$ cat src/rtl/status_zero_pkg.sv
package status_zero_pkg;

  localparam logic [7:0] STATUS_ZERO_ADDR = 8'h00;
  localparam logic [7:0] STATUS_ZERO_RESET = 8'h80;
  localparam int         PWR_UP_BIT = 7;
  localparam int         LIGHT_IRQ_BIT = 1;
  localparam int         LIGHT_NEW_BIT = 0;
  localparam logic [7:0] READ_ZERO = 8'h00;

  typedef enum logic [1:0] {
    RD_IDLE,
    RD_HOLD
  } rd_state_type;

endpackage

$ cat src/rtl/pin_sync3.sv
`timescale 1ns/1ps
module pin_sync3 (
  // Clock and reset
  input  wire logic sys_clk,
  input  wire logic arst_n,
  // Pin side
  input  wire logic pin_in,
  output logic      level_out
);
  logic s1_r;
  logic s2_r;
  logic s3_r;
  logic level_r;

  // Second and third stages must agree before the level changes
  always_ff @(posedge sys_clk or negedge arst_n) begin
    if (!arst_n) begin
      s1_r    <= 1'b0;
      s2_r    <= 1'b0;
      s3_r    <= 1'b0;
      level_r <= 1'b0;
    end else begin
      s1_r <= pin_in;
      s2_r <= s1_r;
      s3_r <= s2_r;
      if (s2_r == s3_r) begin
        level_r <= s3_r;
      end
    end
  end

  assign level_out = level_r;
endmodule

$ cat src/rtl/sensor_status_zero_flags.sv
// What this block does
// - Power-up event sets bit seven flag
// - Supply disturbance power-up also sets flag
// - First read after reset returns 0x80
// - Power-up restores threshold defaults; host rechecks
`timescale 1ns/1ps
module sensor_status_zero_flags
  import status_zero_pkg::*;
(
  // Clock and reset
  input  wire logic       sys_clk,
  input  wire logic       arst_n,
  // Supply monitor pin, high on a brown-out triggered internal power-up
  input  wire logic       supply_glitch,
  // Light sensor events from same-clock logic, one-cycle pulses
  input  wire logic       light_irq_event,
  input  wire logic       light_sample_event,
  // Register read port from the serial interface
  input  wire logic       rd_en,
  input  wire logic [7:0] rd_addr,
  output logic [7:0]      rd_data,
  output logic            rd_valid,
  // Threshold reload request towards the threshold register bank
  output logic            thresh_defaults
);
  import status_zero_pkg::*;

  logic       glitch_lvl;
  logic       glitch_d_r;
  logic       pwr_up_r;
  logic       light_irq_r;
  logic       light_new_r;
  logic [7:0] rd_data_r;
  logic       rd_valid_r;
  logic       thresh_r;
  rd_state_type state_r;

  // Sticky flag: a new event beats the read clear in the same cycle
  function automatic logic flag_next(input logic set_ev, input logic cur, input logic clr);
    return set_ev | (cur & ~clr);
  endfunction

  // Unused bits keep the zero pattern
  function automatic logic [7:0] pack_status(input logic pwr, input logic irq, input logic smp);
    logic [7:0] word;
    word                = READ_ZERO;
    word[PWR_UP_BIT]    = pwr;
    word[LIGHT_IRQ_BIT] = irq;
    word[LIGHT_NEW_BIT] = smp;
    return word;
  endfunction

  pin_sync3 u_glitch_sync (
    .sys_clk   (sys_clk),
    .arst_n    (arst_n),
    .pin_in    (supply_glitch),
    .level_out (glitch_lvl)
  );

  wire       glitch_rise = glitch_lvl & ~glitch_d_r;
  wire       rd_start    = rd_en && (state_r == RD_IDLE);
  wire       hit         = rd_en && (rd_addr == STATUS_ZERO_ADDR);
  wire       take        = hit && rd_start;
  wire [7:0] status_word = pack_status(pwr_up_r, light_irq_r, light_new_r);
  wire [7:0] rd_word     = hit ? status_word : READ_ZERO;

  // Event set wins over read clear so a coincident event is not lost
  always_ff @(posedge sys_clk or negedge arst_n) begin
    if (!arst_n) begin
      pwr_up_r    <= STATUS_ZERO_RESET[PWR_UP_BIT];
      light_irq_r <= STATUS_ZERO_RESET[LIGHT_IRQ_BIT];
      light_new_r <= STATUS_ZERO_RESET[LIGHT_NEW_BIT];
      glitch_d_r  <= 1'b0;
    end else begin
      glitch_d_r  <= glitch_lvl;
      pwr_up_r    <= flag_next(glitch_rise, pwr_up_r, take);
      light_irq_r <= flag_next(light_irq_event, light_irq_r, take);
      light_new_r <= flag_next(light_sample_event, light_new_r, take);
    end
  end

  // Reload pulse out of reset and on every supply disturbance
  always_ff @(posedge sys_clk or negedge arst_n) begin
    if (!arst_n) begin
      thresh_r <= 1'b1;
    end else begin
      thresh_r <= glitch_rise;
    end
  end

  // One clear per read strobe even if rd_en is held high
  always_ff @(posedge sys_clk or negedge arst_n) begin
    if (!arst_n) begin
      state_r    <= RD_IDLE;
      rd_data_r  <= READ_ZERO;
      rd_valid_r <= 1'b0;
    end else begin
      rd_valid_r <= rd_start;
      if (rd_start) begin
        rd_data_r <= rd_word;
      end
      case (state_r)
        RD_IDLE: state_r <= rd_en ? RD_HOLD : RD_IDLE;
        RD_HOLD: state_r <= rd_en ? RD_HOLD : RD_IDLE;
        default: state_r <= RD_IDLE;
      endcase
    end
  end

  assign rd_data         = rd_data_r;
  assign rd_valid        = rd_valid_r;
  assign thresh_defaults = thresh_r;
endmodule

$ cat config.mk
export PLATFORM = sky130hd
export DESIGN_NAME = sensor_status_zero_flags
export DESIGN_NICKNAME = d
export VERILOG_FILES = /design/src/rtl/status_zero_pkg.sv /design/src/rtl/pin_sync3.sv /design/src/rtl/sensor_status_zero_flags.sv
export SDC_FILE = /design/constraint.sdc
export NUM_CORES = 1
export LEC_CHECK = 0
export BUFFER_PORTS_ARGS = -buffer_cell sky130_fd_sc_hd__buf_2
export CORE_AREA = 10 10 47 49
export CTS_BUF_LIST = sky130_fd_sc_hd__clkbuf_4 sky130_fd_sc_hd__clkbuf_8
export DETAILED_ROUTE_END_ITERATION = 8
export DIE_AREA = 0 0 57 59
export PLACE_DENSITY_LB_ADDON = 0.08
export SETUP_SLACK_MARGIN = 0.3
export SYNTH_ARGS = -nofsm -noshare
export SYNTH_HDL_FRONTEND = slang
export SYNTH_SLANG_ARGS = --single-unit
$ cat constraint.sdc
create_clock -name sys_clk -period 2.3 [get_ports sys_clk]
set_clock_uncertainty 0.15 [all_clocks]
set_input_delay 0 -clock sys_clk [delete_from_list [all_inputs] [get_ports sys_clk]]
set_output_delay 0 -clock sys_clk [all_outputs]
set_load 0.01 [all_outputs]
Word-level counts from Yosys, hierarchy flattened
Cells that the tools add are included.

Register bits: 20. Bits of input ports: 14. Output and inout bits: 10. Logic and storage cells: 32.

Equality and inequality tests: 2. Muxes and demuxes: 3. Bitwise operators: 9. Reductions and logical operators: 6.

Operators with widths (count): $logic_not 8->1 (1); $mux 8 (1); $and 1x1->1 (4); $logic_and 1x1->1 (3); $or 1x1->1 (3); $eq 2x1->1 const B (1); $logic_not 2->1 (1); $mux 2 (1); $not 1->1 (2); $reduce_or 2->1 (1); $eq 1x1->1 (1); $mux 1 (1).

Logic depth before layout (Yosys ltp)
Gate-level depths: netlist of the first run.

Depth after elaboration: 6. Mapped depth: 4.

By module
Synthesis of the first run repeated with hierarchy kept, for this count alone.

Cells, all modules: 34. Area, all modules: 506.7 um^2.

By module, submodules not included: sensor_status_zero_flags (instances 1, cells an instance 29, area an instance 395.4 um^2, seq. area each 252.7 um^2); pin_sync3 (instances 1, cells an instance 5, area an instance 111.4 um^2, seq. area each 100.1 um^2).

Least setup slack after synthesis of the first run
Ideal clock, no wire load.

Kind: reg-to-reg. Start: reg state_r[0]. End: reg light_irq_r. Setup time: 0.118 ns. Arrival: 0.855 ns. Required time: 2.032 ns. Slack: 1.177 ns. Cell stages (with the launch flop): 5. Period minus slack after synthesis: 1.123 ns. Cell sequence: dfrtp_1 -> nand2b_1 -> inv_1 -> nand3_1 -> a21o_1.

Longest elaborated chain between the ends: 6.

Ends and longest elaborated chain: from (decl) (line sensor_status_zero_flags.sv:36) `rd_state_type state_r;`; from (signal assigned) (line sensor_status_zero_flags.sv:103) `RD_IDLE: state_r <= rd_en ? RD_HOLD : RD_IDLE;`; from (signal assigned) (line sensor_status_zero_flags.sv:104) `RD_HOLD: state_r <= rd_en ? RD_HOLD : RD_IDLE;`; $logic_not 2->1 (line sensor_status_zero_flags.sv:61) `wire rd_start = rd_en && (state_r == RD_IDLE);`; $logic_and 1x1->1 (line sensor_status_zero_flags.sv:61); via rd_start (line sensor_status_zero_flags.sv:61); $logic_and 1x1->1 (line sensor_status_zero_flags.sv:63) `wire take = hit && rd_start;`; $not 1->1 (line sensor_status_zero_flags.sv:40) `return set_ev | (cur & ~clr);`; $and 1x1->1 (line sensor_status_zero_flags.sv:40); $or 1x1->1 (line sensor_status_zero_flags.sv:40); to (signal assigned) (line sensor_status_zero_flags.sv:71) `light_irq_r <= STATUS_ZERO_RESET[LIGHT_IRQ_BIT];`; to (signal assigned) (line sensor_status_zero_flags.sv:77) `light_irq_r <= flag_next(light_irq_event, light_irq_r, take);`; to (decl) (line sensor_status_zero_flags.sv:31) `logic light_irq_r;`.

The timed path passes the listed nets, and every way through them passes these cells. A chain may end at the register's enable or synchronous reset.

Worst setup path after layout of the first run
Start: reg state_r[0]. End: reg light_new_r.

Longest elaborated chain between the ends: 6.

Ends and longest elaborated chain: $logic_not 2->1 (line sensor_status_zero_flags.sv:61); $logic_and 1x1->1 (line sensor_status_zero_flags.sv:61); via rd_start (line sensor_status_zero_flags.sv:61); $logic_and 1x1->1 (line sensor_status_zero_flags.sv:63); $not 1->1 (line sensor_status_zero_flags.sv:40); $and 1x1->1 (line sensor_status_zero_flags.sv:40); $or 1x1->1 (line sensor_status_zero_flags.sv:40); to (signal assigned) (line sensor_status_zero_flags.sv:72) `light_new_r <= STATUS_ZERO_RESET[LIGHT_NEW_BIT];`; to (signal assigned) (line sensor_status_zero_flags.sv:78) `light_new_r <= flag_next(light_sample_event, light_new_r, take);`; to (decl) (line sensor_status_zero_flags.sv:32) `logic light_new_r;`.

The timed path passes the listed nets, and every way through them passes these cells.

==> results of run 1 <==
## layer usage
layer / vias up / GRT usage / part of all wire
met2: 16 / 0.129 / 0.50
met1: 180 / 0.0741 / 0.39
li1: 169 / - / -
met4: 0 / 0.0503 / 0.020
met3: 2 / 0.0343 / 0.089
met5: - / 0 / 0
## stage by stage
step / hold slack [ps] / std cells / instance area, um2
floorplan: -446 / 38 / 520
global placement: -251 / 67 / 593
detailed placement: -244 / 67 / 593
CTS: 63.4 / 81 / 729
global route: 83.1 / 81 / 729
finish: 72.0 / 81 / 729
## kinds of logic (layout without fill, tap and decap cells)
group / after synthesis / after routing / share of synthesized area
flops: 14 / 14 / 0.698
compound gates: 6 / 6 / 0.0965
simple gates: 6 / 6 / 0.0965
buf+inv: 6 / 33 / 0.0817
fa+ha+maj: 1 / 1 / 0.0198
other cells: 1 / 5 / 0.00742
## Yosys cell counts, drive strengths merged
library cell / n / share of area
a21o: 3 / 0.045
conb: 1 / 0.0074
nand2b: 1 / 0.012
a22o: 3 / 0.052
nor4: 2 / 0.049
nor2b: 1 / 0.012
buf: 5 / 0.074
nand3: 1 / 0.0099
dfrtp: 12 / 0.59
and3: 1 / 0.012
inv: 1 / 0.0074
maj3: 1 / 0.020
dfstp: 2 / 0.10
## layout by cell type, fill, tap and decap left out, drive strengths merged
cell type     n
a21o          3
a22o          3
and3          1
buf          18
clkbuf        4
conb          5
dfrtp        12
dfstp         2
dlygate4sd3  10
inv           1
maj3          1
nand2b        1
nand3         1
nor2b         1
nor4          2
## state kept, by name (all words and copies together), names as in the netlist
register / flops
glitch_d_r: 1
light_irq_r: 1
light_new_r: 1
pwr_up_r: 1
rd_data: 3
rd_valid: 1
state_r: 1
thresh_defaults: 1
u_glitch_sync.level_out: 1
u_glitch_sync.s1_r: 1
u_glitch_sync.s2_r: 1
u_glitch_sync.s3_r: 1
## cell type report
type / count / area [um2]
fillers: 127 / 672
well taps: 16 / 20.0
multi-input cells: 18 / 126
inverters: 1 / 3.75
clock buffers: 4 / 36.3
flip-flops and latches: 14 / 353
repair buffers: 28 / 190
## power by group
part           internal (W)  total (W)  switching, W
registers          0.000257   0.000261    0.00000346
clock network     0.0000964   0.000176     0.0000798
logic             0.0000213  0.0000428     0.0000214
total              0.000375   0.000480      0.000105
## worst max path at each step
stage                           from          end  slack (ps)  depth (start not counted)
after floorplan           state_r[0]  light_irq_r        1180                          4
after global placement    state_r[0]  light_new_r        1130                          4
after detailed placement  state_r[0]  light_new_r        1100                          4
after CTS                 state_r[0]  light_new_r         540                          5
after global routing      state_r[0]  light_new_r         430                          5
final                     state_r[0]  light_new_r         520                          5
## timing repair
item	4_1_cts	5_1_grt
hold buffers	10	0
setup buffers	0	0
endpoints found under the setup margin	0	0
endpoints found under the hold margin	23	0
==> flow_summary.yaml, run 1 <==
status:
  status: "complete, no violations"
setup_path:
  critPathCaptureType: "register"
  cp.arrival_ps: 1800
  slowest_stage: "dlygate4sd3_1"
  rrSetupSlack_ps: 520
  path_cells: "nand2b_1 > inv_1 > nand3_1 > a21o_1 > dlygate4sd3_1"
  slowest_delay_ps: 550
  required_ps: 2320
  cp-start-kind: "register"
  crit_type: "reg -> reg"
  crit_family: "buffers and inverters"
  crit_fanout: 4
  r2r_cells: 5
  critPathBufInv: 2
  rr_startpoint: "state_r[0]"
  rr_endpoint: "light_new_r"
placement:
  numPortBuffers: 18
  dp_slack_ps: 1100
  hpwlAfterDp_um: 900
  routabilityCongestion: 0.799
cts:
  cts_buffers: 3
  clock_sinks: 14
  clk_path_buf_depth: 2
  cts-root-buf: "clkbuf_4"
  clk_pin_slew_ps: 90
  insertion_delay_ps: 280
  cts_htree_levels: 1
  cts_tree: "done"
  ctsResizeCount: 0
detailed_routing:
  dr.pass1.iters: 2
  vias: 367
  ant_nets: 0
  wirelength_mm: 1.19
  drt-wirelength-per-cell_um: 14.7
  drt-initial-drc-count: 2
  avgViaCountPerCell: 4.53
  drc: 0
floorplanning:
  start_util: 0.361
  std_cell_rows: 14
  pin_count: 24
  core_area_um2: 1400
  die_y_um: 59
  dieArea_um2: 3360
  die_w_um: 57
sta:
  slew_headroom: 0.638
  fin_crit_sh: 0.775
  setup_tns_ps: 0
  fmax_ghz: 0.561
  hold_viol: 0
  setup_viol: 0
  worst_slew_pin_slew_ps: 541
  period_needed_ps: 1780
  rsz0062_at_grt: "no"
  setup_ws_ps: 518
  slew_violations: 0
yosys:
  ys_seq_elements: 14
  ys_types: 13
  ys_seq_area_frac: 0.698
  syn_area_um2: 505
  yosysWarnings: 0
  syn_inst: 34
  avgSynthCellArea_um2: 14.9
power:
  p_leak_nw: 0.350
  pwr_density_cell_nw_per_um2: 658
  irDropWorstVdd_v: 0.000319
  p_total_w: 0.000480
global_routing:
  antenna_found_initial: 0
  grt_first_pass_wirelength_mm: 1.95
  grt_pass1_vias: 425
  globalRouteTotalUtil: 0.0762
  grt_max_degree: 13
  overflow: 0
cells_and_area:
  drive_gt1_frac: 0.400
  num_antenna_cells: 0
  utilization: 0.521
  layout.nets: 80
  area_growth_pct: 44.3
flow_run:
  maxCapViolCount: 0
worst_hold_path:
  hp-class: "in -> async"
Power figures use the tool's default switching activity.
==> inputs of run 2 (changes only) <==
Clock period 2.3 ns to 1.84 ns, I/O delays scaled along.
==> run 2 against run 1 <==
Compared with the run above:
- critical path depth did not move
- global-route usage rose by 0.057 points
- clock power rose by 24%
- power rose by 27%
- critical endpoint unchanged
- largest cell class unchanged
- largest power group unchanged
==> flow_summary.yaml, run 2 (synthesis results as in run 1) <==
sta:
  fmax_ghz: 0.760
  setup_tns_ps: 0
  slew_violations: 0
  setup_viol: 0
  fin_crit_sh: 0.715
  worst_slew_pin_slew_ps: 522
  slew_headroom: 0.651
  period_needed_ps: 1320
  hold_viol: 0
  hold_slack_ps: 60.7
  rsz0062_at_grt: "no"
placement:
  place_area_um2: 593
  place_inst: 67
  routabilityCongestion: 0.799
  hpwlAfterDp_um: 900
  numPortBuffers: 18
cells_and_area:
  layout.nets: 84
  drive_gt1_frac: 0.377
  layout_commonest_cell: "buf_2"
  num_antenna_cells: 0
  area_growth_pct: 52.2
  fillCellCount: 127
  final-instance-count-excl-fill: 85
  design_area_um2: 769
  largest_reg_flops: 3
  final_cell_mix: "buf_2 (18), dlygate4sd3_1 (14), dfrtp_1 (12)"
cts:
  clock_sinks: 14
  cts_setup_buffers: 0
  cts_htree_levels: 1
  cts_tree: "done"
  clk_path_buf_depth: 2
  clk_pin_slew_ps: 80
  insertion_delay_ps: 280
  cts_buffers: 3
  cts-root-buf: "clkbuf_4"
power:
  pwr_density_cell_nw_per_um2: 792
  switching_share: 0.215
  seqPwrFrac: 0.535
  combPwrFrac: 0.106
  clockPowerShare: 0.359
  irDropWorstVdd_v: 0.000413
  internal_power_w: 0.000478
  p_leak_nw: 0.375
  switchingPower_w: 0.000131
global_routing:
  overflow: 0
  grt_first_pass_wirelength_mm: 1.99
  grt_pass1_vias: 440
  antenna_found_initial: 0
  grt_max_degree: 13
  globalRouteTotalUtil: 0.0768
setup_path:
  cp-start-kind: "input pin"
  path_cells: "dlygate4sd3_1 > buf_2 > nor4_2 > nand3_1 > a21o_1"
  slowest_stage: "dlygate4sd3_1"
  critPathBufInv: 2
  crit_fanout: 3
  slowest_delay_ps: 530
  critPathCaptureType: "register"
  crit_family: "buffers and inverters"
  cp.arrival_ps: 1340
  rr_startpoint: "state_r[0]"
  crit_start: "rd_addr[5]"
  crit_type: "in -> reg"
  required_ps: 1860
  crit_cells: 5
  r2r_cells: 4
detailed_routing:
  vias: 380
  drt-initial-drc-count: 6
  dr.pass1.iters: 3
  ant_nets: 0
  avgViaCountPerCell: 4.47
  wirelength_mm: 1.18
  drc: 0
  drt-wirelength-per-cell_um: 13.9
floorplanning:
  dieArea_um2: 3360
  die_y_um: 59
  pin_count: 24
  core_area_um2: 1400
  start_util: 0.361
  die_w_um: 57
  std_cell_rows: 14
status:
  status: "complete, no violations"
flow_run:
  maxCapViolCount: 0
worst_hold_path:
  hp-class: "in -> async"
[run 2: per-layer routing]
layer / up-vias / part of all wire / global-route usage
met1: 186 / 0.38 / 0.0720
met5: - / 0 / 0
met2: 16 / 0.51 / 0.133
li1: 176 / - / -
met4: 0 / 0.020 / 0.0503
met3: 2 / 0.091 / 0.0343
[run 2: final timing paths]
check                           slack (ps)            endpoint
worst max-delay path                   520         light_new_r
worst min-delay path                    60            pwr_up_r
worst max register to register         620         light_new_r
worst min register to register         210  u_glitch_sync.s2_r
max in group asynchronous              540          state_r[0]
min in group sys_clk                   210  u_glitch_sync.s1_r
[run 2: cell type report]
class                   instances  area (um2)  share of cell area
repair buffers                 32         230               0.299
multi-input cells              18         126               0.164
clock buffers                   4        36.3              0.0472
flip-flops and latches         14         353               0.459
well taps                      16        20.0              0.0260
inverters                       1        3.75             0.00488
[run 2: power groups by stage]
stage	registers [W]	clock network, W	logic, W
after global routing	0.000328	0.000238	0.0000719
after CTS	0.000326	0.000227	0.0000652
final	0.000326	0.000219	0.0000643
after detailed placement	0.000332	0	0.0000418
after floorplan	0.000333	0	0.0000202
after global placement	0.000332	0	0.0000398
[run 2: through the flow]
step	utilization	setup slack, ps	power (W)
2_1_floorplan	-	717	0.000354
3_3_place_gp	0.423	673	0.000371
3_5_place_dp	0.423	636	0.000374
4_1_cts	0.549	482	0.000618
5_1_grt	0.549	405	0.000637
6_report	0.549	524	0.000609
[run 2: timing repair]
action | 4_1_cts | 5_1_grt
gates resized for setup | 0 | 0
hold endpoints to repair | 23 | 0
hold buffers | 14 | 0
